==> src/hw/asrl_pkg.sv <==
// shared constants, types and decode functions of the addressable shift register
// ----------------------------------------------------------------------------
// Contract
// - length equals 8*bit3 + 4*bit2 + 2*bit1 + bit0 + 1, from 1 to 16
// - select 0000 gives one stage of delay, select 1111 gives sixteen
// - sixteen stages always stored; select only picks the tap feeding data out
// - sixteen-bit preset value, four hex digits, leftmost digit most significant
// - preset value defaults to all zeros, clearing every stage
// - stages load the preset at start; both outputs show it at once
// - rising-edge build captures serial input on permitted low-to-high edges
// - falling-edge build captures serial input on permitted high-to-low edges
// - each permitted edge moves every bit one stage up; new bit enters stage 0
// - enable builds shift only while enable is high, otherwise hold all stages
// - data out is the selected stage; after an edge it shows the stage below
// - cascade out is always the last stage, taking stage 14 on each edge
// ----------------------------------------------------------------------------
package asrl_pkg;

  // ----------------------------------------------------------------------------
  // sizes and preset
  // ----------------------------------------------------------------------------
  localparam int unsigned STAGES       = 16;
  localparam int unsigned SEL_W        = 4;
  localparam logic [15:0] INIT_DEFAULT = 16'h0000;
  localparam int unsigned FIFO_WIDTH   = 1;
  localparam int unsigned FIFO_DEPTH   = 8;
  localparam int unsigned CNT_W        = 16;

  // ----------------------------------------------------------------------------
  // register map, byte addresses
  // ----------------------------------------------------------------------------
  localparam logic [31:0] OFF_CTRL   = 32'h0000_0000;
  localparam logic [31:0] OFF_STAGES = 32'h0000_0004;
  localparam logic [31:0] OFF_TAP    = 32'h0000_0008;
  localparam logic [31:0] OFF_PUSH   = 32'h0000_000C;
  localparam logic [31:0] OFF_COUNT  = 32'h0000_0010;

  // field positions and reset values
  localparam int unsigned CTRL_SRC_BIT  = 0;
  localparam int unsigned TAP_DATA_BIT  = 4;
  localparam int unsigned TAP_CASC_BIT  = 5;
  localparam int unsigned PUSH_BIT      = 0;
  localparam logic        CTRL_SRC_RST  = 1'b0;
  localparam logic [1:0]  RESP_OKAY     = 2'h0;
  localparam logic [1:0]  RESP_DECERR   = 2'h3;

  typedef enum logic [2:0] {
    REG_CTRL   = 3'h0,
    REG_STAGES = 3'h1,
    REG_TAP    = 3'h2,
    REG_PUSH   = 3'h3,
    REG_COUNT  = 3'h4
  } asrl_reg_e;

  // ----------------------------------------------------------------------------
  // state of the top module
  // ----------------------------------------------------------------------------
  typedef struct packed {
    logic [STAGES-1:0] stages;
    logic [CNT_W-1:0]  shift_cnt;
    logic              sclk_meta;
    logic              sclk_sync;
    logic              sclk_prev;
    logic              en_meta;
    logic              en_sync;
    logic              din_meta;
    logic              din_sync;
    logic              src_fifo;
    logic              aw_pend;
    logic              aw_hit;
    asrl_reg_e         aw_reg;
    logic              w_pend;
    logic              w_bit;
    logic              w_lane0;
    logic              bvalid;
    logic [1:0]        bresp;
    logic              rvalid;
    logic [1:0]        rresp;
    logic [31:0]       rdata;
  } asrl_state_s;

  // word index of a byte address
  function automatic asrl_reg_e asrl_reg(input logic [31:0] addr);
    return asrl_reg_e'(addr[4:2]);
  endfunction

  // address falls on a mapped word
  function automatic logic asrl_hit(input logic [31:0] addr);
    return (addr[31:5] == 27'h0) && (addr[4:2] <= OFF_COUNT[4:2]);
  endfunction

endpackage

==> src/hw/asrl_fifo.sv <==
// flip-flop fifo with valid and ready on both sides
`timescale 1ns/1ps
module asrl_fifo #(
  parameter int unsigned WIDTH = asrl_pkg::FIFO_WIDTH,
  parameter int unsigned DEPTH = asrl_pkg::FIFO_DEPTH
) (
  // clock and reset
  input  wire logic                  aclk,
  input  wire logic                  aresetn,
  // filling side
  input  wire logic                  in_valid,
  output logic                       in_ready,
  input  wire logic [WIDTH-1:0]      in_data,
  // draining side
  output logic                       out_valid,
  input  wire logic                  out_ready,
  output logic [WIDTH-1:0]           out_data,
  // occupancy
  output logic [$clog2(DEPTH):0]     level
);

  localparam int unsigned AW = $clog2(DEPTH);

  typedef struct packed {
    logic [DEPTH-1:0][WIDTH-1:0] mem;
    logic [AW-1:0]               wr_idx;
    logic [AW-1:0]               rd_idx;
    logic [AW:0]                 count;
  } asrl_fifo_s;

  asrl_fifo_s s_q;
  asrl_fifo_s s_d;
  logic       push;
  logic       pop;

  // index wrap relies on a power-of-two depth
  if (DEPTH < 2 || (DEPTH & (DEPTH - 1)) != 0 || WIDTH < 1) begin : g_bad_shape
    $error("asrl_fifo: DEPTH must be a power of two of at least 2, WIDTH at least 1");
  end

  always_comb begin
    in_ready  = (s_q.count != (AW + 1)'(DEPTH));
    out_valid = (s_q.count != '0);
    out_data  = s_q.mem[s_q.rd_idx];
    level     = s_q.count;
    push      = in_valid & in_ready;
    pop       = out_valid & out_ready;
    s_d       = s_q;
    if (push) begin
      s_d.mem[s_q.wr_idx] = in_data;
      s_d.wr_idx          = s_q.wr_idx + 1'b1;
    end
    if (pop) begin
      s_d.rd_idx = s_q.rd_idx + 1'b1;
    end
    s_d.count = s_q.count + (AW + 1)'(push) - (AW + 1)'(pop);
  end

  always_ff @(posedge aclk) begin
    if (!aresetn) begin
      s_q <= '0;
    end else begin
      s_q <= s_d;
    end
  end

endmodule

==> src/hw/asrl_top.sv <==
// addressable sixteen-stage shift register with cascade tap and axi4-lite access
`timescale 1ns/1ps
module asrl_top #(
  parameter logic [15:0] INIT         = asrl_pkg::INIT_DEFAULT,
  parameter bit          FALLING_EDGE = 1'b0,
  parameter bit          HAS_ENABLE   = 1'b1,
  parameter int unsigned FIFO_DEPTH   = asrl_pkg::FIFO_DEPTH
) (
  // clock and reset
  input  wire logic        aclk,
  input  wire logic        aresetn,
  // axi4-lite write address
  input  wire logic [31:0] awaddr,
  input  wire logic [2:0]  awprot,
  input  wire logic        awvalid,
  output logic             awready,
  // axi4-lite write data
  input  wire logic [31:0] wdata,
  input  wire logic [3:0]  wstrb,
  input  wire logic        wvalid,
  output logic             wready,
  // axi4-lite write response
  output logic [1:0]       bresp,
  output logic             bvalid,
  input  wire logic        bready,
  // axi4-lite read address
  input  wire logic [31:0] araddr,
  input  wire logic [2:0]  arprot,
  input  wire logic        arvalid,
  output logic             arready,
  // axi4-lite read data
  output logic [31:0]      rdata,
  output logic [1:0]       rresp,
  output logic             rvalid,
  input  wire logic        rready,
  // fabric pins, asynchronous to aclk
  input  wire logic        shift_clk,
  input  wire logic        shift_enable,
  input  wire logic        serial_in,
  // tap select from fabric logic on aclk
  input  wire logic        length_select_bit3,
  input  wire logic        length_select_bit2,
  input  wire logic        length_select_bit1,
  input  wire logic        length_select_bit0,
  // shift register outputs
  output logic             data_out,
  output logic             cascade_out
);

  localparam int unsigned LVL_W = $clog2(FIFO_DEPTH) + 1;

  // ----------------------------------------------------------------------------
  // elaboration checks
  // ----------------------------------------------------------------------------
  if (FIFO_DEPTH < 2 || FIFO_DEPTH > 2 ** 16) begin : g_bad_depth
    $error("asrl_top: FIFO_DEPTH out of range");
  end

  // ----------------------------------------------------------------------------
  // declarations
  // ----------------------------------------------------------------------------
  localparam asrl_pkg::asrl_state_s RST_STATE = '{
    stages:   INIT,
    src_fifo: asrl_pkg::CTRL_SRC_RST,
    aw_reg:   asrl_pkg::REG_CTRL,
    bresp:    asrl_pkg::RESP_OKAY,
    rresp:    asrl_pkg::RESP_OKAY,
    default:  '0
  };

  asrl_pkg::asrl_state_s     s_q;
  asrl_pkg::asrl_state_s     s_d;
  logic [asrl_pkg::SEL_W-1:0] sel;
  logic                      edge_rise;
  logic                      edge_fall;
  logic                      edge_hit;
  logic                      permit;
  logic                      feed_ok;
  logic                      shift;
  logic                      new_bit;
  logic                      wr_go;
  logic                      wr_push;
  logic                      wr_done;
  logic                      fifo_in_valid;
  logic                      fifo_in_ready;
  logic                      fifo_out_valid;
  logic                      fifo_out_ready;
  logic                      fifo_out_data;
  logic [LVL_W-1:0]          fifo_level;
  logic [31:0]               rd_word;

  // ----------------------------------------------------------------------------
  // software bit source
  // ----------------------------------------------------------------------------
  asrl_fifo #(
    .WIDTH (asrl_pkg::FIFO_WIDTH),
    .DEPTH (FIFO_DEPTH)
  ) u_fifo (
    .aclk      (aclk),
    .aresetn   (aresetn),
    .in_valid  (fifo_in_valid),
    .in_ready  (fifo_in_ready),
    .in_data   (s_q.w_bit),
    .out_valid (fifo_out_valid),
    .out_ready (fifo_out_ready),
    .out_data  (fifo_out_data),
    .level     (fifo_level)
  );

  // ----------------------------------------------------------------------------
  // tap select and outputs
  // ----------------------------------------------------------------------------
  // the select is a plain binary index: stage n gives a delay of n + 1
  assign sel = {length_select_bit3, length_select_bit2,
                length_select_bit1, length_select_bit0};

  // no clock in this path, so a new select shows on data_out in the same cycle
  assign data_out    = s_q.stages[sel];
  assign cascade_out = s_q.stages[asrl_pkg::STAGES-1];

  // ----------------------------------------------------------------------------
  // shift control
  // ----------------------------------------------------------------------------
  always_comb begin
    edge_rise = s_q.sclk_sync & ~s_q.sclk_prev;
    edge_fall = ~s_q.sclk_sync & s_q.sclk_prev;
    // edge choice is fixed at build time
    edge_hit  = FALLING_EDGE ? edge_fall : edge_rise;
    permit    = HAS_ENABLE ? s_q.en_sync : 1'b1;
    // an edge with the fifo empty is dropped, so no stage takes a bit the fifo does not hold
    feed_ok   = s_q.src_fifo ? fifo_out_valid : 1'b1;
    shift     = edge_hit & permit & feed_ok;
    new_bit   = s_q.src_fifo ? fifo_out_data : s_q.din_sync;
    fifo_out_ready = shift & s_q.src_fifo;
  end

  // ----------------------------------------------------------------------------
  // write channel decode
  // ----------------------------------------------------------------------------
  always_comb begin
    awready       = ~s_q.aw_pend & ~s_q.bvalid;
    wready        = ~s_q.w_pend & ~s_q.bvalid;
    wr_go         = s_q.aw_pend & s_q.w_pend & ~s_q.bvalid;
    wr_push       = s_q.aw_hit & (s_q.aw_reg == asrl_pkg::REG_PUSH) & s_q.w_lane0;
    // a push into a full fifo holds the response back until room appears
    fifo_in_valid = wr_go & wr_push;
    wr_done       = wr_go & (~wr_push | fifo_in_ready);
  end

  // ----------------------------------------------------------------------------
  // read data mux
  // ----------------------------------------------------------------------------
  always_comb begin
    rd_word = 32'h0000_0000;
    unique case (asrl_pkg::asrl_reg(araddr))
      asrl_pkg::REG_CTRL: begin
        rd_word[asrl_pkg::CTRL_SRC_BIT] = s_q.src_fifo;
      end
      asrl_pkg::REG_STAGES: begin
        rd_word[asrl_pkg::STAGES-1:0] = s_q.stages;
      end
      asrl_pkg::REG_TAP: begin
        rd_word[asrl_pkg::SEL_W-1:0]       = sel;
        rd_word[asrl_pkg::TAP_DATA_BIT]    = data_out;
        rd_word[asrl_pkg::TAP_CASC_BIT]    = cascade_out;
      end
      asrl_pkg::REG_PUSH: begin
        rd_word[LVL_W-1:0] = fifo_level;
      end
      asrl_pkg::REG_COUNT: begin
        rd_word[asrl_pkg::CNT_W-1:0] = s_q.shift_cnt;
      end
      default: begin
        rd_word = 32'h0000_0000;
      end
    endcase
    if (!asrl_pkg::asrl_hit(araddr)) begin
      rd_word = 32'h0000_0000;
    end
  end

  // ----------------------------------------------------------------------------
  // next state
  // ----------------------------------------------------------------------------
  always_comb begin
    s_d = s_q;

    // two flops on every asynchronous pin before anything reads it
    s_d.sclk_meta = shift_clk;
    s_d.sclk_sync = s_q.sclk_meta;
    s_d.sclk_prev = s_q.sclk_sync;
    s_d.en_meta   = shift_enable;
    s_d.en_sync   = s_q.en_meta;
    s_d.din_meta  = serial_in;
    s_d.din_sync  = s_q.din_meta;

    // stage 0 takes the new bit, every other stage the one below it
    if (shift) begin
      s_d.stages = {s_q.stages[asrl_pkg::STAGES-2:0], new_bit};
    end

    // count clear and a shift in one cycle: the shift is still counted
    if (wr_done && s_q.aw_hit && s_q.aw_reg == asrl_pkg::REG_COUNT && s_q.w_lane0) begin
      s_d.shift_cnt = asrl_pkg::CNT_W'(shift);
    end else begin
      s_d.shift_cnt = s_q.shift_cnt + asrl_pkg::CNT_W'(shift);
    end

    // write address and data are taken in either order
    if (awvalid && awready) begin
      s_d.aw_pend = 1'b1;
      s_d.aw_hit  = asrl_pkg::asrl_hit(awaddr);
      s_d.aw_reg  = asrl_pkg::asrl_reg(awaddr);
    end
    if (wvalid && wready) begin
      s_d.w_pend  = 1'b1;
      s_d.w_bit   = wdata[asrl_pkg::PUSH_BIT];
      s_d.w_lane0 = wstrb[0];
    end

    if (wr_done) begin
      s_d.aw_pend = 1'b0;
      s_d.w_pend  = 1'b0;
      s_d.bvalid  = 1'b1;
      s_d.bresp   = s_q.aw_hit ? asrl_pkg::RESP_OKAY : asrl_pkg::RESP_DECERR;
      if (s_q.aw_hit && s_q.aw_reg == asrl_pkg::REG_CTRL && s_q.w_lane0) begin
        s_d.src_fifo = s_q.w_bit;
      end
    end else if (s_q.bvalid && bready) begin
      s_d.bvalid = 1'b0;
    end

    // one read in flight; the next address waits for the data to be taken
    if (arvalid && arready) begin
      s_d.rvalid = 1'b1;
      s_d.rdata  = rd_word;
      s_d.rresp  = asrl_pkg::asrl_hit(araddr) ? asrl_pkg::RESP_OKAY
                                              : asrl_pkg::RESP_DECERR;
    end else if (s_q.rvalid && rready) begin
      s_d.rvalid = 1'b0;
    end
  end

  // ----------------------------------------------------------------------------
  // bus outputs
  // ----------------------------------------------------------------------------
  assign arready = ~s_q.rvalid;
  assign rvalid  = s_q.rvalid;
  assign rdata   = s_q.rdata;
  assign rresp   = s_q.rresp;
  assign bvalid  = s_q.bvalid;
  assign bresp   = s_q.bresp;

  // ----------------------------------------------------------------------------
  // state register
  // ----------------------------------------------------------------------------
  // reset stands in for configuration: stages come back to the preset
  always_ff @(posedge aclk) begin
    if (!aresetn) begin
      s_q <= RST_STATE;
    end else begin
      s_q <= s_d;
    end
  end

endmodule

==> config.mk <==
export PLATFORM = sky130hd
export DESIGN_NAME = asrl_top
export DESIGN_NICKNAME = d
export VERILOG_FILES = /design/src/hw/asrl_pkg.sv /design/src/hw/asrl_fifo.sv /design/src/hw/asrl_top.sv
export SDC_FILE = /design/constraint.sdc
export NUM_CORES = 1
export LEC_CHECK = 0
export BUFFER_PORTS_ARGS = -buffer_cell sky130_fd_sc_hd__buf_2
export CAP_MARGIN = 20
export CELL_PAD_IN_SITES_DETAIL_PLACEMENT = 1
export CELL_PAD_IN_SITES_GLOBAL_PLACEMENT = 2
export CORE_MARGIN = 5
export CORE_UTILIZATION = 26
export CTS_CLUSTER_SIZE = 28
export DETAILED_ROUTE_END_ITERATION = 8
export MAX_ROUTING_LAYER = met4
export PLACE_DENSITY_LB_ADDON = 0.1
export SLEW_MARGIN = 15
export SYNTH_ARGS = -nofsm -noshare
export SYNTH_HDL_FRONTEND = slang
export SYNTH_SLANG_ARGS = --single-unit
==> constraint.sdc <==
create_clock -name aclk -period 2.2 [get_ports aclk]
set_input_delay 0.11 -clock aclk [delete_from_list [all_inputs] [get_ports aclk]]
set_output_delay 0.11 -clock aclk [all_outputs]
set_load 0.02 [all_outputs]
Yosys cells after proc, flatten, opt, wreduce, memory -nomap -nowiden
Index checks and enable logic that the tools add are counted.
{"block": "op_classes", "n_addsub": 5, "multipliers": 0, "div": 0, "n_lt_le_gt_ge": 6, "n_eq_ne": 7, "shift": 0, "n_mux": 21, "bitwise_logic": 22, "reduce_logical": 23}
{"cell": "$logic_not A27 Y1", "n": 2}
{"cell": "$pmux W10 S2", "n": 1}
{"cell": "$add A16 B1 Y16", "n": 1}
{"cell": "$mux W16", "n": 1}
{"cell": "$and A1 B1 Y1", "n": 14}
{"cell": "$logic_and A1 B1 Y1", "n": 13}
{"cell": "$pmux W3 S4", "n": 1}
{"cell": "$mux W1", "n": 10}
{"cell": "$eq A3 B2 Y1 const B", "n": 3}
{"cell": "$bwmux W8", "n": 1}
{"cell": "$lt A3 B4 Y1 const B", "n": 2}
{"cell": "$not A1 Y1", "n": 7}
{"cell": "$add A3 B1 Y3 const B", "n": 2}
{"cell": "$eq A3 B3 Y1 const B", "n": 2}
{"cell": "$le A3 B3 Y1 const B", "n": 2}
{"cell": "$logic_not A3 Y1", "n": 2}
{"cell": "$pmux W2 S3", "n": 1}
{"cell": "$lt A4 B5 Y1 const B", "n": 1}
{"cell": "$pmux W1 S5", "n": 1}
{"cell": "$add A4 B1 Y4", "n": 1}
{"cell": "$bmux W1 S4", "n": 1}
{"cell": "$mux W2", "n": 2}
{"cell": "$ne A4 B4 Y1 const B", "n": 1}
{"cell": "$reduce_bool A2 Y1", "n": 2}
{"cell": "9 further kinds", "n": 10}
{"block": "word_totals", "regBits": 104, "latch_bits": 0, "ramBits": 0, "romBits": 0, "in_bits": 120, "out_inout_bits": 43, "wordCells": 117, "n_memories": 0}

Logic depth before layout (Yosys ltp)
{"block": "logic_depth", "word_depth": 10, "ltp_mapped": 13}

Hierarchy
From an unflattened synthesis, not the netlist that was laid out.
{"block": "unflattened", "hier_cells": 500, "hier_area_um2": 4398.0}
{"module": "asrl_top", "n_inst": 1, "cells_per_inst": 393, "area_each_um2": 3372.0, "seq_area_each_um2": 1361.3}
{"module": "asrl_fifo", "n_inst": 1, "cells_per_inst": 107, "area_each_um2": 1026.0, "seq_area_each_um2": 360.3}

Worst setup path after synthesis
Ideal clock, no wire load.
{"block": "synth_path", "kind": "register to register", "start": "register u_fifo.s_q, in the netlist u_fifo.level[2]", "end": "register s_q[68] in the netlist's numbering", "setup_ps": 114, "t_arrival_ps": 2200, "t_required_ps": 2086, "slack_ps": -114, "stages_incl_launch_ff": 14, "n_path_buf": 3, "period_less_slack_ps": 2314, "cell_sequence": "dfxtp_1 -> inv_1 -> ha_1 -> nor3b_1 -> a21oi_1 -> buf_4 -> buf_4 -> ha_1 -> ha_1 -> and3_1 -> clkbuf_1 -> nand4_1 -> xor2_1 -> nor2_1"}
{"item": "from (decl)", "line": "asrl_fifo.sv:31", "rtl": "asrl_fifo_s s_q;"}
{"item": "from (signal assigned)", "line": "asrl_fifo.sv:61", "rtl": "s_q <= '0;"}
{"item": "from (signal assigned)", "line": "asrl_fifo.sv:63", "rtl": "s_q <= s_d;"}
{"item": "$reduce_bool A4 Y1", "line": "asrl_fifo.sv:43", "rtl": "out_valid = (s_q.count != '0);"}
{"item": "$mux W1", "line": "asrl_top.sv:131", "rtl": "feed_ok = s_q.src_fifo ? fifo_out_valid : 1'b1;"}
{"item": "$and A1 B1 Y1", "line": "asrl_top.sv:132", "rtl": "shift = edge_hit & permit & feed_ok;"}
{"item": "via shift", "line": "asrl_top.sv:79", "rtl": "logic shift;"}
{"item": "$add A16 B1 Y16", "line": "asrl_top.sv:206", "rtl": "s_d.shift_cnt = s_q.shift_cnt + asrl_pkg::CNT_W'(shift);"}
{"item": "to (signal assigned)", "line": "asrl_top.sv:260", "rtl": "s_q <= RST_STATE;"}
{"item": "to (signal assigned)", "line": "asrl_top.sv:262", "rtl": "s_q <= s_d;"}
{"item": "to (decl)", "line": "asrl_top.sv:71", "rtl": "asrl_pkg::asrl_state_s s_q;"}
The timed path passes the listed nets, and every way through them passes these cells.
A chain may end at the register's enable or synchronous reset.

Worst setup path in the final report
{"block": "layout_path", "start": "register u_fifo.s_q, in the netlist u_fifo.level[2]", "end": "register u_fifo.s_q, in the netlist u_fifo.level[2]"}
{"block": "layout_via", "elab_chain_len": 6}
{"item": "$reduce_bool A4 Y1 *", "line": "asrl_fifo.sv:43"}
{"item": "$mux W1", "line": "asrl_top.sv:131"}
{"item": "$and A1 B1 Y1", "line": "asrl_top.sv:132"}
{"item": "$and A1 B1 Y1", "line": "asrl_top.sv:134", "rtl": "fifo_out_ready = shift & s_q.src_fifo;"}
{"item": "$and A1 B1 Y1 *", "line": "asrl_fifo.sv:47", "rtl": "pop = out_valid & out_ready;"}
{"item": "via u_fifo.pop", "line": "asrl_fifo.sv:34", "rtl": "logic pop;"}
{"item": "$sub A4 B1 Y4 *", "line": "asrl_fifo.sv:56", "rtl": "s_d.count = s_q.count + (AW + 1)'(push) - (AW + 1)'(pop);"}
The timed path passes the listed nets; every way through them passes the cells marked *.

==> out/summary.txt <==
Outcome = finished, final reports clean
Compound-cell area share of the yosys netlist = 0.0968
WL per Instance = 15.1 um
Met2 wire length = 5980 um
Mux share of post-synthesis cell area = 0.119
CORE AREA = 16700 sq um
Crit path buf inv count = 2
Synth top cells by count = dfxtp_1, nor2b_1, buf_4
Full die area = 19800 sq um
Clock sink total = 86
Final Total Pwr = 0.00335 W
Max layer used = met4
Mean post-synth cell area = 9.66 sq um
WL met1 = 5110 um
MaxCap Viol Count = 0
Worst Reg-to-Reg Cells = 10
Post-Route WL = 11700 um
Psw = 0.000829 W
Remaining antenna violation count = 0
Arrival time at the worst endpoint = 2.34 ns
Ys async rst share = 0
First DRT Iteration DRCs = 100
RSZ-0062 raised after global routing = false
Via Count = 3507
Worst Path Required = 2.43 ns
Hold Vio Cnt, Final = 0
Leakage = 2.22 nW
Slew of the pin with the lowest slew margin = 0.584 ns
Mapped Cells = 460
Register area share after synthesis = 0.387
Vias in the first global route = 3834
Yosys reg bits = 86
Dpl ws = -0.147 ns
Clk root buf = clkbuf_16
H-Tree Depth = 3
Slowest cell on crit path = fa_2
DRC = 0
CP max FO = 2
Seq. cell area = 1720 sq um
Grt ovf = 0
Relative slew slack = 0.607
CTS tree = done
Maximum clock frequency = 0.476 GHz
Post-synthesis xor/xnor area fraction = 0.0394
Switching Share = 0.247
Setup ws final = 0.0977 ns
CTS buffer count = 9
Die W = 141 um
Nets = 681
Reg-to-Reg End = u_fifo.level[2]
Worst Hold Class = in -> reg
Area occupied by multi-input gates = 2450 sq um
Count of yosys warnings during synthesis = 0
Top_reg_cell synth = dfxtp_1
Netlist cell types = 51
CP top delay family = adder cells
Post-Synth Simple-Gate Area = 0.229
R2R Setup Slk = 0.1 ns
Power Density = 615 nW/um^2
Clock transition at path regs = 0.06 ns
Final setup fails = 0
CP Capture Type = register
Ports = 163
P_int = 0.00253 W
Critical-path cell list = inv_2 -> ha_1 -> nor3b_4 -> nor3b_4 -> ha_4 -> inv_2 -> ha_4 -> fa_2 -> xor2_1 -> and2_1
Row count = 47
Worst r2r src = u_fifo.level[2]
Seq pwr share = 0.476
Die H = 141 um
Pin count of the biggest net entering global routing = 32
WS Path Type = reg -> reg
Slew Limit Fails = 0
First-pass GRT wire length = 19300 um
Crit start category = register
Synth top area cells = dfxtp_1, mux2i_1, nor2b_1, buf_4, a22oi_1
Metal3 WL = 464 um
Comb pwr share = 0.081
IO Port Bufs = 102
Most common cell in the netlist = dfxtp_1
Initial antenna violation count = 0
Leading area contributor after synthesis = dfxtp_1
Final Skew = 0.00840 ns
DR pass1 iterations = 4
Synthesized area = 4450 sq um
Max clock buf depth = 2
Main combinational cell family by area after synthesis = simple AND/OR/NAND/NOR gates
Minimum clock period = 2.10 ns
P&R area growth vs syn = 22.6%
CP endpoint = u_fifo.level[2]
Initial Util = 0.266
Share of cells above drive strength 1 = 0.292
Worst path depth = 10
CP startpoint = u_fifo.level[2]
Antenna Cells = 0
Post-synth EDFFs = 0
DP HPWL = 9080 um
GP Congestion = 0.805
Clk Latency, worst-skew pair = 0.34 ns
Post-synthesis adder-cell area fraction = 0.0326
Share of the synthesized area in the top cell type = 0.387
VDD IR-drop max = 0.339 mV
Fin crit share = 0.956
# fillers = 1968
Clock network power share = 0.443
Crit path largest cell delay = 0.34 ns
Gr usage total = 0.123
Vias per cell = 4.53
-- power groups by stage --
stage               clock network, W  registers, W  logic (W)
floorplan                          0       0.00163   0.000182
detailed placement                 0       0.00163   0.000272
global placement                   0       0.00163   0.000268
finish                       0.00149       0.00160   0.000270
global route                 0.00161       0.00160   0.000299
CTS                          0.00154       0.00160   0.000277
-- stage by stage --
| stage | setup TNS, ns | std cells | utilization | cell area [sq um] | hold WS (ns) |
|---|---|---|---|---|---|
| final | 0 | 775 | 0.326 | 5450 | 0.0236 |
| after global routing | 0 | 775 | 0.326 | 5450 | 0.0228 |
| after CTS | 0 | 775 | 0.324 | 5410 | 0.0125 |
| after detailed placement | -0.380 | 755 | 0.302 | 5040 | 0.334 |
| after global placement | -0.304 | 755 | 0.302 | 5040 | 0.329 |
| after floorplan | -0.556 | 475 | - | 4500 | 0.237 |
-- flip-flops by register name, indices dropped and copies added (netlist names) --
register / cells
bvalid: 1
u_fifo.level: 4
bresp: 1
u_fifo.s_q: 14
s_d: 4
rresp: 1
s_q: 42
cascade_out: 1
permit: 1
rdata: 16
rvalid: 1
-- routing by layer --
metal	vias to the layer above	track usage
li1	1745	-
met1	1690	0.141
met2	60	0.215
met3	12	0.0315
met4	0	0.0316
met5	-	-
-- how the worst min path moves through the flow --
stage	startpoint	slack, ns	cells past startpoint	endpoint
final	arvalid	0.02	2	rvalid
after global routing	arvalid	0.02	2	rvalid
after CTS	arvalid	0.01	2	rvalid
after detailed placement	shift_enable	0.33	2	s_d[49]
after global placement	shift_enable	0.33	2	s_d[49]
after floorplan	serial_in	0.24	1	s_d[47]
-- cell families after synthesis --
kind of cell | count (synthesis)
simple gates | 174
flops | 86
buf+inv | 68
compound gates | 58
mux | 42
xor+xnor | 20
fa+ha+maj | 11
other cells | 1
-- area by class of cell --
cell class,count,area share
sequential,86,0.316
clock buffer,12,0.0471
inverter,8,0.00551
clock inverter,4,0.00551
multi-input combinational,321,0.450
timing repair buffer,124,0.125
tap,220,0.0505
-- repair_timing --
action / in CTS / in global routing
hold endpoints to repair: 3 / 0
buffers inserted: 1 / 1
gates resized for setup: 9 / 10
endpoints found under the setup margin: 3 / 15
pin swaps: 5 / 8
hold buffers: 3 / 0
-- layout by cell type, fill, tap and decap left out, types with 6 or more instances in the layout --
cell type  instances
nor2b_1           50
mux2i_1           32
nand4_1            9
a22o_1            10
nand2_1           22
buf_4             19
a22oi_1           19
dfxtp_1           85
conb_1            16
nor2_1            22
buf_2            102
and2_1            17
clkbuf_16          9
xor2_1            16
nor4_1            12
a21boi_0           6
o21ai_0            6
nand3_1           12
Power figures use the tool's default switching activity.
